==> src/pkg/sdf_pkg.sv <==
// constants and types for the sigma-delta data filter
package sdf_pkg;

   // accumulator width: 3 * log2(256) + 1 sign bit
   localparam int SDF_ACC_W = 25;
   localparam int SDF_OUT_W = 32;
   localparam int SDF_OSR_W = 8;

   // 16-bit mode keeps the top 16 accumulator bits
   localparam int SDF_SHIFT16 = 9;

   // one modulator bit mapped to +1 or -1
   localparam logic [SDF_ACC_W-1:0] SDF_STEP_POS = 25'h0000001;
   localparam logic [SDF_ACC_W-1:0] SDF_STEP_NEG = 25'h1ffffff;
   localparam logic [SDF_ACC_W-1:0] SDF_ACC_RST = 25'h0000000;
   localparam logic [SDF_OSR_W-1:0] SDF_CNT_RST = 8'h00;
   localparam logic [SDF_OUT_W-1:0] SDF_DATA_RST = 32'h00000000;

   // full-scale output limits per mode
   localparam logic [SDF_OUT_W-1:0] SDF_MAX32 = 32'h00ffffff;
   localparam logic [SDF_OUT_W-1:0] SDF_MIN32 = 32'hff000000;
   localparam logic [SDF_OUT_W-1:0] SDF_MAX16 = 32'h00007fff;
   localparam logic [SDF_OUT_W-1:0] SDF_MIN16 = 32'hffff8000;

   // raw word that a full-scale all-ones run yields at ratio 256
   localparam logic [SDF_ACC_W-1:0] SDF_FS_WORD = 25'h1000000;
   localparam logic [SDF_OSR_W-1:0] SDF_OSR256 = 8'hff;

   // software-side timing, kept for the bench
   localparam int SDF_CLK_NS = 100;
   localparam int SDF_HANDLER_NS = 1200;
   localparam int SDF_HANDLER_CYC =
      (SDF_HANDLER_NS + SDF_CLK_NS - 1) / SDF_CLK_NS;
   localparam int SDF_LAT_PAD_MODCLK = 5;

   typedef struct packed {
      logic en;
      logic mode16;
      logic [SDF_OSR_W-1:0] osr_m1;
   } sdf_cfg_s;

   typedef enum logic [1:0] {
      SDF_OFF,
      SDF_FIRST,
      SDF_SETTLE,
      SDF_RUN
   } sdf_state_e;

endpackage : sdf_pkg

==> src/hdl/sdf_data_filter.sv <==
// sinc3 data filter path of the sigma-delta filter module
// Summary of operation
// - all-ones at ratio 256 wraps to minimum
// - output range per 32-bit or 16-bit mode
// - one spurious ack after first enable
// - later acks follow filter configuration exactly
// - reset pulse may give one spurious ack
// - acks correct until the next reset pulse
`timescale 1ns/1ps
`default_nettype none

module sdf_data_filter (
   // clock and reset
   input wire logic mclk_i,
   input wire logic rst_n_i,
   // modulator link, asynchronous to mclk_i
   input wire logic modulator_clock_i,
   input wire logic mod_data_i,
   // configuration and control
   input wire sdf_pkg::sdf_cfg_s cfg_i,
   input wire logic filter_reset_pulse_i,
   input wire logic flag_clr_i,
   // results
   output logic [sdf_pkg::SDF_OUT_W-1:0] data_o,
   output logic data_ack_event_o,
   output logic filter_interrupt_flags_o
);

   localparam int AW = sdf_pkg::SDF_ACC_W;

   function automatic logic [sdf_pkg::SDF_OUT_W-1:0] sdf_fmt(
      input logic [AW-1:0] w,
      input logic m16
   );
      if (m16) begin
         sdf_fmt = {{16{w[AW-1]}}, w[AW-1:sdf_pkg::SDF_SHIFT16]};
      end else begin
         sdf_fmt = {{7{w[AW-1]}}, w};
      end
   endfunction : sdf_fmt

   // link synchronisers
   logic [2:0] clk_s_q;
   logic [2:0] clk_s_d;
   logic [1:0] dat_s_q;
   logic [1:0] dat_s_d;
   logic mod_edge;

   always_comb begin
      clk_s_d = {clk_s_q[1:0], modulator_clock_i};
      dat_s_d = {dat_s_q[0], mod_data_i};
      // only the second and third stages feed the edge finder
      mod_edge = clk_s_q[1] & ~clk_s_q[2];
   end

   always_ff @(posedge mclk_i or negedge rst_n_i) begin
      if (!rst_n_i) begin
         clk_s_q <= 3'h0;
         dat_s_q <= 2'h0;
      end else begin
         clk_s_q <= clk_s_d;
         dat_s_q <= dat_s_d;
      end
   end

   // filter datapath and event state
   logic [AW-1:0] integ_q [3];
   logic [AW-1:0] integ_d [3];
   logic [AW-1:0] cd_q [3];
   logic [AW-1:0] cd_d [3];
   logic [sdf_pkg::SDF_OSR_W-1:0] cnt_q;
   logic [sdf_pkg::SDF_OSR_W-1:0] cnt_d;
   logic [AW-1:0] word_q;
   logic [AW-1:0] word_d;
   logic [sdf_pkg::SDF_OUT_W-1:0] data_q;
   logic [sdf_pkg::SDF_OUT_W-1:0] data_d;
   logic ack_q;
   logic ack_d;
   logic flag_q;
   logic flag_d;
   sdf_pkg::sdf_state_e st_q;
   sdf_pkg::sdf_state_e st_d;
   logic [AW-1:0] c;
   logic [AW-1:0] nxt;
   logic dec;
   logic clear;

   always_comb begin
      integ_d = integ_q;
      cd_d = cd_q;
      cnt_d = cnt_q;
      word_d = word_q;
      data_d = data_q;
      ack_d = 1'b0;
      st_d = st_q;
      flag_d = flag_q;
      c = sdf_pkg::SDF_ACC_RST;
      nxt = sdf_pkg::SDF_ACC_RST;
      dec = 1'b0;
      clear = !cfg_i.en || filter_reset_pulse_i;
      if (clear) begin
         for (int i = 0; i < 3; i++) begin
            integ_d[i] = sdf_pkg::SDF_ACC_RST;
            cd_d[i] = sdf_pkg::SDF_ACC_RST;
         end
         cnt_d = sdf_pkg::SDF_CNT_RST;
         st_d = cfg_i.en ? sdf_pkg::SDF_FIRST : sdf_pkg::SDF_OFF;
      end else if (mod_edge) begin
         integ_d[0] = integ_q[0] + (dat_s_q[1] ? sdf_pkg::SDF_STEP_POS
                                               : sdf_pkg::SDF_STEP_NEG);
         integ_d[1] = integ_q[1] + integ_d[0];
         integ_d[2] = integ_q[2] + integ_d[1];
         if (cnt_q == cfg_i.osr_m1) begin
            dec = 1'b1;
            cnt_d = sdf_pkg::SDF_CNT_RST;
            // modular combs, no saturation at full scale
            c = integ_d[2];
            for (int i = 0; i < 3; i++) begin
               nxt = c - cd_q[i];
               cd_d[i] = c;
               c = nxt;
            end
            word_d = c;
            data_d = sdf_fmt(c, cfg_i.mode16);
            case (st_q)
               // first word is not settled yet
               sdf_pkg::SDF_OFF, sdf_pkg::SDF_FIRST: begin
                  ack_d = 1'b1;
                  st_d = sdf_pkg::SDF_SETTLE;
               end
               sdf_pkg::SDF_SETTLE: begin
                  st_d = sdf_pkg::SDF_RUN;
               end
               sdf_pkg::SDF_RUN: begin
                  ack_d = 1'b1;
               end
               default: begin
                  st_d = sdf_pkg::SDF_OFF;
               end
            endcase
         end else begin
            cnt_d = cnt_q + 8'h01;
         end
      end
      if (flag_clr_i) begin
         flag_d = 1'b0;
      end
      if (ack_d) begin
         flag_d = 1'b1;
      end
   end

   always_ff @(posedge mclk_i or negedge rst_n_i) begin
      if (!rst_n_i) begin
         for (int i = 0; i < 3; i++) begin
            integ_q[i] <= sdf_pkg::SDF_ACC_RST;
            cd_q[i] <= sdf_pkg::SDF_ACC_RST;
         end
         cnt_q <= sdf_pkg::SDF_CNT_RST;
         word_q <= sdf_pkg::SDF_ACC_RST;
         data_q <= sdf_pkg::SDF_DATA_RST;
         ack_q <= 1'b0;
         flag_q <= 1'b0;
         st_q <= sdf_pkg::SDF_OFF;
      end else begin
         integ_q <= integ_d;
         cd_q <= cd_d;
         cnt_q <= cnt_d;
         word_q <= word_d;
         data_q <= data_d;
         ack_q <= ack_d;
         flag_q <= flag_d;
         st_q <= st_d;
      end
   end

   assign data_o = data_q;
   assign data_ack_event_o = ack_q;
   assign filter_interrupt_flags_o = flag_q;
endmodule : sdf_data_filter

`default_nettype wire

==> config.mk <==
export PLATFORM = sky130hd
export DESIGN_NAME = sdf_data_filter
export DESIGN_NICKNAME = d
export VERILOG_FILES = /design/src/pkg/sdf_pkg.sv /design/src/hdl/sdf_data_filter.sv
export SDC_FILE = /design/constraint.sdc
export NUM_CORES = 1
export LEC_CHECK = 0
export ABC_AREA = 1
export BUFFER_PORTS_ARGS = -buffer_cell sky130_fd_sc_hd__buf_2
export CAP_MARGIN = 20
export CORE_MARGIN = 3
export CORE_UTILIZATION = 60
export DETAILED_ROUTE_END_ITERATION = 12
export HOLD_SLACK_MARGIN = 0.03
export PLACE_DENSITY = 0.77
export SYNTH_ARGS = -nofsm -noshare
export SYNTH_HDL_FRONTEND = slang
export SYNTH_SLANG_ARGS = --single-unit
export TNS_END_PERCENT = 10
==> constraint.sdc <==
create_clock -name mclk_i -period 19.8 [get_ports mclk_i]
set_input_delay 0.99 -clock mclk_i [delete_from_list [all_inputs] [get_ports mclk_i]]
set_output_delay 0.99 -clock mclk_i [all_outputs]
set_load 0.005 [all_outputs]
==> impl_results.md, run 1 <==
* FF-to-FF path depth at 46
* Cells after DPL at 2176
* IO Port Bufs at 49
* Gate Count Post-Synth at 1847
* Slew Limit Headroom at 0.308
* Post-CTS Resized at 0
* Final setup fails at 0
* Pwr dens at 151 nW/um^2
* Syn Std Cell Area at 14400 sq um
* GRT Overall Usage at 0.271
* HPWL after detailed placement at 25300 um
* Antenna violations before repair at 1
* Critical path startpoint: dat_s_q[1]
* Layout Cells excl Fill at 2209
* RePlAce Congestion at 0.972
* Final hold vios at 0
* Placeable Area at 23500 sq um
* Post-synth cell types at 51
* Period Utilization, post-route at 0.497
* CP Depth at 46
* Peak supply drop at 0.129 mV
* Layout cell share with drive strength beyond 1 at 0.0683
* Critical Path Sink: data_o[20]
* Min-delay worst type: reg2reg
* Synth async-reset ratio at 1.00
* Routed Antenna Nets at 0
* First-pass GRT wire length at 58500 um
* Effective utilization at floorplan at 0.612
* CTS Root Cell: clkbuf_16
* Leakage at 7.96 nW
* FMAX at 102 MHz
* Number of global-route vias before repair at 12000
* Post-Syn Nets at 2021
* Fin crit period at 9.83 ns
* Top-level I/O count at 50
* CTS buffer count at 17
* DR vias at 12700
* First-pass DRT Iterations at 5
* Register area share after synthesis at 0.333
* Actual slew at the worst max-slew pin at 1.03 ns
* 1st-iter DRT viols at 1055
* Clock Latency Late Sink at 0.45 ns
* Status: complete, no violations
* Final Max Slew Viols at 0
* CTS Hold Bufs at 0
* Cell family with most CP delay: compound AO/OA/AOI/OAI gates
* Area Growth Syn to Fin at 7.66%
* Register-to-register setup slack at 9.97 ns
* Setup bufs post-CTS at 0
* Worst path slowest cell: inv_1
* Register bit count reported by yosys at 192
* Cell Rows at 56
* Clk slew on worst S/H paths at 0.08 ns
* Required @ worst endpoint at 20.17 ns
* Largest net degree at the start of global routing at 120
* CP peak stage delay at 0.70 ns
* Clock Skews at 0.0175 ns
* Mapped Avg Cell Area at 7.80 sq um
* Setup_tns at 0 ns
* Reg2Reg Launch Point: dat_s_q[1]
* Worst Path Max Fanout at 24
* EDFF count, synth at 0
* Clock H-tree levels at 4
* CP endpoint kind: flop
* Startpoint Class: flop
* Critical path class: reg2reg
* CTS sink cnt at 192
* Inserted Diodes at 0
* Chip width at 161 um
* Post-layout net count at 2051
* DRC Markers at 0
* Remaining global-route overflow at 0
* CTS tree: built
* Die Ht at 161 um
* DRT Wirelength at 34800 um
* CP arrival at 10.20 ns
* Main flop type after synthesis: dfrtp_1
* Critical path buffer and inverter count at 6
* Crit-path most repeated cell: a21oi_1
* YS warnings at 0
* Die Area at 25900 sq um
* Max Cap Viol at 0
* Max clock buf depth at 2
* Routed len/inst at 15.8 um
* RSZ-0062 raised after global routing: false
* Vias per inst at 5.74
* RR Endpoint: data_o[20]
worst min path at each step:
stage                 end  startpoint  cells after the start
3_3_place_gp   clk_s_q[1]  clk_s_q[0]                      0
5_1_grt        clk_s_q[1]  clk_s_q[0]                      0
3_5_place_dp   clk_s_q[1]  clk_s_q[0]                      0
4_1_cts        clk_s_q[1]  clk_s_q[0]                      0
2_1_floorplan  clk_s_q[1]  clk_s_q[0]                      0
6_report       clk_s_q[1]  clk_s_q[0]                      0
area by class of cell:
| type | count | area, sq um |
|---|---|---|
| Timing Repair Buffer | 55 | 312 |
| Tap cell | 319 | 399 |
| Inverter | 250 | 938 |
| Clock buffer | 18 | 429 |
| Fill cell | 1995 | 8030 |
| Sequential cell | 192 | 4800 |
| Clock inverter | 14 | 144 |
| Multi-Input combinational cell | 1361 | 8490 |
synthesized netlist by cell type (16+ instances only):
master	n	area, sq um
or2_2	22	138
ha_1	152	1900
nor2_1	69	259
clkbuf_1	26	97.6
a22o_1	37	324
xnor2_1	40	350
o22ai_1	32	200
inv_1	246	923
xor2_1	87	762
a21oi_1	171	856
nand4_1	16	100
o21ai_0	128	641
nand2_1	389	1460
dfrtp_1	192	4800
nand3_1	77	385
layout by cell type (no fill, tap or decap), types with 4 or more instances in the layout:
cell,instances
o21ai_0,128
o211ai_1,7
clkbuf_16,17
inv_1,245
xnor2_1,40
a21oi_1,171
ha_1,152
dfrtp_1,192
a21boi_0,5
nand4_1,16
inv_6,4
o22ai_1,32
nor3_1,14
or2_2,22
fa_1,6
a31oi_1,13
a21o_1,14
nand2_1,389
o21bai_1,13
nand3_1,77
buf_2,48
nand3_2,5
a22o_1,37
o21a_1,8
xor2_1,87
nor2_1,66
buf_4,5
nor4_1,13
o21ai_1,7
inv_8,4
nand2_2,5
power breakdown:
part / internal [mW] / switching [mW]
registers: 0.400 / 0.00676
clock network: 0.169 / 0.174
logic: 0.557 / 1.04
total: 1.13 / 1.22
sequential cells by signal, summed over array words and instances (netlist names):
signal / count
st_q: 2
data_o: 25
filter_interrupt_flags_o: 1
integ_q: 75
dat_s_q: 2
cnt_q: 8
clk_s_q: 3
data_ack_event_o: 1
cd_q: 75
per-layer routing:
| layer | track usage | routed length [um] |
|---|---|---|
| met5 | 0 | 0 |
| met2 | 0.415 | 15300 |
| met4 | 0.0567 | 489 |
| met3 | 0.0490 | 2040 |
| met1 | 0.405 | 17000 |
per-stage QoR:
step,util,setup WS (ns),hold slack (ns),instance area [sq um],power [mW]
floorplan,-,11.50,0.331,14400,1.59
global placement,0.634,10.40,0.347,14900,1.94
finish,0.659,9.97,0.365,15500,2.34
CTS,0.658,10.06,0.369,15500,2.32
detailed placement,0.634,10.15,0.344,14900,1.96
global route,0.659,8.89,0.371,15500,2.55
cells by family (layout without fill, tap and decap cells):
group | after synthesis | count (layout) | share of synthesized area
XOR/XNOR | 127 | 127 | 0.0772
adder cells (fa/ha/maj) | 158 | 158 | 0.140
buffers and inverters | 294 | 337 | 0.0792
AND/OR/NAND/NOR | 619 | 619 | 0.184
flip-flops | 192 | 192 | 0.333
AO/OA/AOI/OAI | 457 | 457 | 0.186
(Power assumes the default switching activity.)
==> inputs of run 2 (changes only) <==
- CORE_UTILIZATION: 60 -> 58
- PLACE_DENSITY: 0.77 -> 0.78
- clock period: 19.8 -> 9 ns (I/O delays scaled with it)
==> run 2 against run 1 <==
Against the previous run:
- worst setup slack lost 9.7 ns
- routed wire length up 6.9%
- die area rose by 3.3%
- first-iteration DRC count up 4.0%
- combinational power rose by 150%
- sequential share of layout area down 2.0 points
- flip-flop and latch count is the same
- utilization rose by 2.1 points
- clock-buffer cell count unchanged
- non-clock buffer count is 39 higher
- clock skew is 0.0028 ns lower
- register-to-register slack got worse by 9.7 ns
==> impl_results.md, run 2 (synthesis gave the netlist of run 1 again) <==
* Power Total at 5.63 mW (+140%)
* Reg2Reg Launch Point: dat_s_q[1]
* Comb power frac at 0.702 (+0.022)
* Max Cap Viol at 0 (unchanged)
* Die Area at 26800 sq um (+3.3%)
* Peak supply drop at 0.294 mV (+130%)
* Actual slew at the worst max-slew pin at 0.968 ns (-0.0600 ns)
* Critical path class: reg2reg
* Final hold vios at 0 (unchanged)
* HPWL after detailed placement at 25900 um (+2.6%)
* First-pass GRT wire length at 58900 um (+0.73%)
* Remaining global-route overflow at 0 (unchanged)
* Top-level I/O count at 50 (unchanged)
* Switching power share of the total at 0.523 (+0.00299)
* Fin crit period at 8.70 ns (-1.13 ns)
* 1st-iter DRT viols at 1097 (+4.0%)
* First-pass DRT Iterations at 7 (+2)
* Layout Cells excl Fill at 2254 (+2.0%)
* Cells after DPL at 2193 (+0.78%)
* DRT Wirelength at 37200 um (+6.9%)
* Clock H-tree levels at 4 (unchanged)
* Layout cell share with drive strength beyond 1 at 0.150 (+0.0815)
* Status: complete, no violations
* Post-DP Area at 15000 sq um (+0.65%)
* IO Port Bufs at 49 (unchanged)
* CP peak stage delay at 0.41 ns (-0.29 ns)
* Period Utilization, post-route at 0.967 (+0.470)
* Clock Skews at 0.0146 ns (-0.00285 ns)
* Leakage at 8.30 nW (+4.2%)
* Post-route cell area at 16600 sq um (+7.0%)
* Final Max Slew Viols at 0 (unchanged)
* Chip width at 164 um (+1.6%)
* Antenna violations before repair at 0 (-1)
* Slew Limit Headroom at 0.355 (+0.0472)
* CTS tree: built
* GR peak layer: met2
* Core Util, Final at 0.680 (+0.0214)
* FMAX at 115 MHz (+13%)
* Pwr dens at 339 nW/um^2 (+120%)
* Cell Rows at 57 (+1.8%)
* FF-to-FF path depth at 43 (-6.5%)
* Vias per inst at 5.75 (+0.10%)
* CTS sink cnt at 192 (unchanged)
* Clock group share of total power at 0.139 (-0.007)
* Min-delay worst type: in2reg
* DRC Markers at 0 (unchanged)
* Post-layout net count at 2091 (+2.0%)
* DR vias at 13000 (+2.1%)
* Placeable Area at 24400 sq um (+3.6%)
* Effective utilization at floorplan at 0.591 (-0.0213)
* Critical Path Sink: data_o[21]
* Internal power at 2.69 mW (+140%)
* Register-to-register setup slack at 0.30 ns (-9.67 ns)
* Net Sw Power at 2.94 mW (+140%)
* CTS buffer count at 17 (unchanged)
* CTS Root Cell: clkbuf_16
* Die Ht at 164 um (+1.6%)
* Crit-path most repeated cell: ha_1
* Routed len/inst at 16.5 um (+4.8%)
* Clk slew on worst S/H paths at 0.08 ns (about the same)
* Worst path slowest cell: dfrtp_1
* Fill cells at 1974 (-1.1%)
* Critical path startpoint: dat_s_q[1]
* Flop pwr share at 0.159 (-0.015)
* Commonest non-fill, non-tap cells in the layout: nand2_1 (381), inv_1 (244), dfrtp_1 (192)
* Routed Antenna Nets at 0 (unchanged)
* Startpoint Class: flop
* Number of global-route vias before repair at 12200 (+1.6%)
* Final setup fails at 0 (unchanged)
* Grt met2 use at 0.420 (+0.00497)
* Most common cell after layout, fill and taps aside: nand2_1
* RePlAce Congestion at 0.912 (-6.1%)
* Inserted Diodes at 0 (unchanged)
* Max clock buf depth at 2 (unchanged)
* Met3 Use GR at 0.0388 (-0.0102)
* Clock Latency Late Sink at 0.45 ns (about the same)
* CP endpoint kind: flop
* Required @ worst endpoint at 9.38 ns (-10.79 ns)
* CTS Hold Bufs at 0 (unchanged)
* Largest net degree at the start of global routing at 119 (-0.83%)
* RR Endpoint: data_o[21]
* Area Growth Syn to Fin at 15.2%
* GR Util met1 at 0.390 (-0.0153)
* GRT Overall Usage at 0.267 (-0.00410)
* CP arrival at 9.08 ns (-1.12 ns)
* Worst Path Max Fanout at 19 (-21%)
run 2: cell count changes in the layout (fill, tap and decap cells not counted), moves of 9 or more:
cell,change
buf_4,+37
a21oi_1,-34
a21oi_2,+33
ha_1,-19
xor2_1,-16
xor2_2,+15
o21ai_0,-12
ha_2,+10
ha_4,+9
run 2: per-stage QoR:
step	hold slack (ns)	setup TNS, ns	worst slack, ns
global placement	0.338	-1.23	-0.140
floorplan	0.154	0	0.696
detailed placement	0.339	-2.55	-0.293
global route	0.104	-1.78	-0.218
finish	0.112	0	0.299
CTS	0.103	0	0.0218
run 2: how the worst min path moves through the flow:
stage / startpoint / endpoint / slack (ns) / cells after the start
after floorplan: rst_n_i / cd_q[0] / 0.15 / 0
after global placement: clk_s_q[0] / clk_s_q[1] / 0.34 / 0
after detailed placement: clk_s_q[0] / clk_s_q[1] / 0.34 / 0
after CTS: mod_data_i / dat_s_q[0] / 0.10 / 1
after global routing: mod_data_i / dat_s_q[0] / 0.10 / 1
final: mod_data_i / dat_s_q[0] / 0.11 / 1
run 2: critical path: cells and delay by family (launching register included):
kind                       cells  cell delay [ns]
AOI/OAI and AO/OA             12             2.01
and+or+nand+nor               14             2.31
buffers and inverters          5             0.56
xor gates and xnor gates       6             1.12
DFF                            1             0.41
adders and majority gates      6             2.17
run 2: timing repair:
item / CTS / global route
setup buffers: 1 / 25
setup endpoints to repair: 10 / 16
gates resized for setup: 9 / 143
endpoints found under the hold margin: 0 / 0
pin swaps: 1 / 43
cloned: 0 / 1
run 2: cell type report:
cell class | count | area [sq um] | share of cell area
Inverter | 250 | 943 | 0.0568
Clock inverter | 14 | 150 | 0.00905
Multi-Input combinational cell | 1362 | 9210 | 0.555
Timing Repair Buffer | 94 | 644 | 0.0388
Tap cell | 324 | 405 | 0.0244
Sequential cell | 192 | 4800 | 0.289
Clock buffer | 18 | 439 | 0.0265
run 2: power by group through the flow:
| stage | combinational [mW] | sequential (mW) | clock (mW) |
|---|---|---|---|
| 3_3_place_gp | 3.42 | 0.912 | 0 |
| 5_1_grt | 4.32 | 0.899 | 0.823 |
| 4_1_cts | 3.50 | 0.896 | 0.792 |
| 3_5_place_dp | 3.46 | 0.913 | 0 |
| 2_1_floorplan | 2.59 | 0.909 | 0 |
| 6_report | 3.95 | 0.897 | 0.782 |
run 2: layer usage:
layer,routed length [um],share of wire,vias to the layer above
met4,546,0.015,0
met5,0,0,-
met1,17600,0.47,6192
met3,2030,0.054,49
li1,-,-,6341
met2,17100,0.46,378
==> inputs of run 3 (changes only) <==
- ABC_AREA: 1 -> not set
==> run 3 against run 2 <==
Against the previous run:
- maximum frequency is 5.8% lower
- first-iteration DRC count is 0.46% higher
- the flow now finishes with violations (setup timing)
- critical endpoint is now data_o[20]
- clock power is 1% lower
- clock skew is 0.00079 ns higher
==> impl_results.md, run 3 <==
* Syn Std Cell Area at 14900 sq um (+3.3%)
* Worst Setup Slack, final at -0.234 ns (-0.532 ns)
* Actual slew at the worst max-slew pin at 1.09 ns (+0.122 ns)
* Wl on met1 at 17100 um (-2.3%)
* Area contributors post-synth: dfrtp_1 (32%), ha_1 (13%), nand2_1 (8.4%)
* Worst hold slack at 0.109 ns (-0.00320 ns)
* Post-route cell area at 17900 sq um (+7.7%)
* Remaining global-route overflow at 0 (unchanged)
* Area Growth Syn to Fin at 20.1%
* Routed len/inst at 16.5 um (-0.28%)
* RSZ-0062 raised after global routing: true
* Max clock buf depth at 2 (unchanged)
* Vias per inst at 5.92 (+3.0%)
* Cell family with most CP delay: compound AO/OA/AOI/OAI gates
* Slew Limit Headroom at 0.274 (-0.0811)
* Most common cell after layout, fill and taps aside: nand2_1
* FMAX at 108 MHz (-5.8%)
* Top post-synthesis cells by count: nand2_1 (334), a21oi_1 (237), dfrtp_1 (192)
* CP peak stage delay at 0.38 ns (-0.03 ns)
* Min-delay worst type: in2reg
* Final Max Slew Viols at 0 (unchanged)
* Effective utilization at floorplan at 0.591 (about the same)
* Status: complete, but fails checks
* Mapped Avg Cell Area at 8.17 sq um (+4.7%)
* Routed Antenna Nets at 0 (unchanged)
* Register bit count reported by yosys at 192 (unchanged)
* Max Cap Viol at 0 (unchanged)
* Post-DP Area at 16000 sq um (+6.6%)
* RePlAce Congestion at 0.869 (-4.7%)
* IO Port Bufs at 49 (unchanged)
* Final setup fails at 11 (+11)
* Gate Count Post-Synth at 1823 (-1.3%)
* Fin crit period at 9.23 ns (+0.532 ns)
* Period Utilization, post-route at 1.03 (+0.0592)
* EDFF count, synth at 0 (unchanged)
* CTS buffer count at 17 (unchanged)
* CP endpoint kind: flop
* Die Area at 27600 sq um (+3.2%)
* Synth top area share at 0.323 (-0.0107)
* Most common cell in the synthesized netlist: nand2_1
* CP arrival at 9.55 ns (+0.47 ns)
* Clock Latency Late Sink at 0.45 ns (about the same)
* Critical path class: reg2reg
* Cell Rows at 58 (+1.8%)
* Main flop type after synthesis: dfrtp_1
* Pwr dens at 300 nW/um^2 (-12%)
* Worst Hold Launch: modulator_clock_i
* Reg2Reg Launch Point: dat_s_q[1]
* Clock H-tree levels at 4 (unchanged)
* Leakage at 8.07 nW (-2.8%)
* Post-layout net count at 2144 (+2.5%)
* DRT Wirelength at 38100 um (+2.3%)
* Met2 wire length at 18400 um (+7.7%)
* GRT Overall Usage at 0.255 (-0.0119)
* Number of global-route vias before repair at 12900 (+5.4%)
* Post-Syn Nets at 1997 (-1.2%)
* Layout cell share with drive strength beyond 1 at 0.193 (+0.0435)
* Clk slew on worst S/H paths at 0.08 ns (about the same)
* Top-level I/O count at 50 (unchanged)
* DR vias at 13700 (+5.7%)
* Core Util, Final at 0.710 (+0.0297)
* Critical path buffer and inverter count at 5 (unchanged)
* Worst Path Max Fanout at 5 (-14)
* DRC Markers at 0 (unchanged)
* Top Metal Used: met4
* Met3 routed WL at 1790 um (-11%)
* Final hold vios at 0 (unchanged)
* Peak supply drop at 0.274 mV (-6.6%)
* Die Ht at 166 um (+1.6%)
* YS warnings at 0 (unchanged)
* 1st-iter DRT viols at 1102 (+0.46%)
* HPWL after detailed placement at 24900 um (-3.9%)
* Antenna violations before repair at 0 (unchanged)
* Synth async-reset ratio at 1.00 (unchanged)
* CTS sink cnt at 192 (unchanged)
* Layout Cells excl Fill at 2312 (+2.6%)
* Required @ worst endpoint at 9.32 ns (-0.06 ns)
* Post-synth top area cell: dfrtp_1
* Crit-path most repeated cell: a21oi_2
* CTS Root Cell: clkbuf_16
* First-pass GRT wire length at 60500 um (+2.7%)
* CTS tree: built
* Startpoint Class: flop
* Placeable Area at 25200 sq um (+3.2%)
* Largest net degree at the start of global routing at 98 (-18%)
* Inserted Diodes at 0 (unchanged)
* Critical path startpoint: dat_s_q[1]
* Clock Skews at 0.0154 ns (+0.000792 ns)
* First-pass DRT Iterations at 5 (-2)
* Post-synth cell types at 78 (+53%)
* Cells after DPL at 2219 (+1.2%)
* Worst path slowest cell: dfrtp_1
* Register area share after synthesis at 0.323 (-0.0107)
* Chip width at 166 um (+1.6%)
* Failing checks: setup timing
* Commonest non-fill, non-tap cells in the layout: nand2_1 (332), a21oi_1 (211), dfrtp_1 (192)
==> run 3: cell types whose count changed in the layout (fill, tap and decap cells not counted), sizes merged, moves of 49 or more <==
cell   change
nor2      +56
a21oi     +69
o21ai     -60
a21o      +49
nand3     -65
inv      -123
buf       +97
nand2     -60
xnor2     +62
==> run 3: report_power, final <==
part           internal (mW)  total (mW)  switching [mW]
Combinational           1.66        3.70            2.04
Sequential             0.879       0.891          0.0121
Clock                  0.392       0.774           0.382
Total                   2.93        5.36            2.44
==> run 3: metal layers <==
layer  track usage  up-vias
met2         0.425      375
met3        0.0333       72
met4        0.0699        0
met1         0.354     6641
met5             0        -
li1              -     6608
==> run 3: cell type report <==
type	count	area (sq um)
Multi-Input combinational cell	1442	10300
Fill cell	1855	7300
Sequential cell	192	4800
Timing Repair Buffer	192	1340
Inverter	125	473
Clock buffer	17	425
Tap cell	330	413
Clock inverter	14	151
==> run 3: kinds of logic after synthesis <==
| logic type | synth area share |
|---|---|
| buffers and inverters | 0.0494 |
| DFF | 0.323 |
| AOI/OAI and AO/OA | 0.229 |
| adders and majority gates | 0.136 |
| muxes | 0.00361 |
| xor gates and xnor gates | 0.0895 |
| and+or+nand+nor | 0.170 |
==> run 3: what timing repair did <==
item                                    in CTS  in global routing
buffers inserted                            32                 30
hold buffers                                 1                  0
pin swaps                                   34                 93
endpoints found under the setup margin      12                 18
hold endpoints to repair                    13                  0
resized for setup                           30                121
cloned                                       0                  0
==> run 3: path summary, 6_finish.rpt <==
kind	endpoint	slack [ns]	depth (start not counted)
setup / recovery	data_o[20]	-0.23	50
hold / removal	clk_s_q[0]	0.11	1
setup reg to reg	data_o[20]	-0.23	50
hold reg to reg	clk_s_q[1]	0.35	0
max in group asynchronous	integ_q[28]	7.08	3
min in group asynchronous	data_o[6]	0.56	2
==> run 3: per-stage QoR <==
stage / setup WS [ns] / TNS, ns / power (mW)
after global placement: -0.112 / -0.596 / 3.98
after detailed placement: -0.297 / -2.13 / 4.05
after global routing: -0.650 / -7.47 / 5.71
after floorplan: 0.0341 / 0 / 3.22
after CTS: -0.00604 / -0.0122 / 4.97
final: -0.234 / -1.53 / 5.36
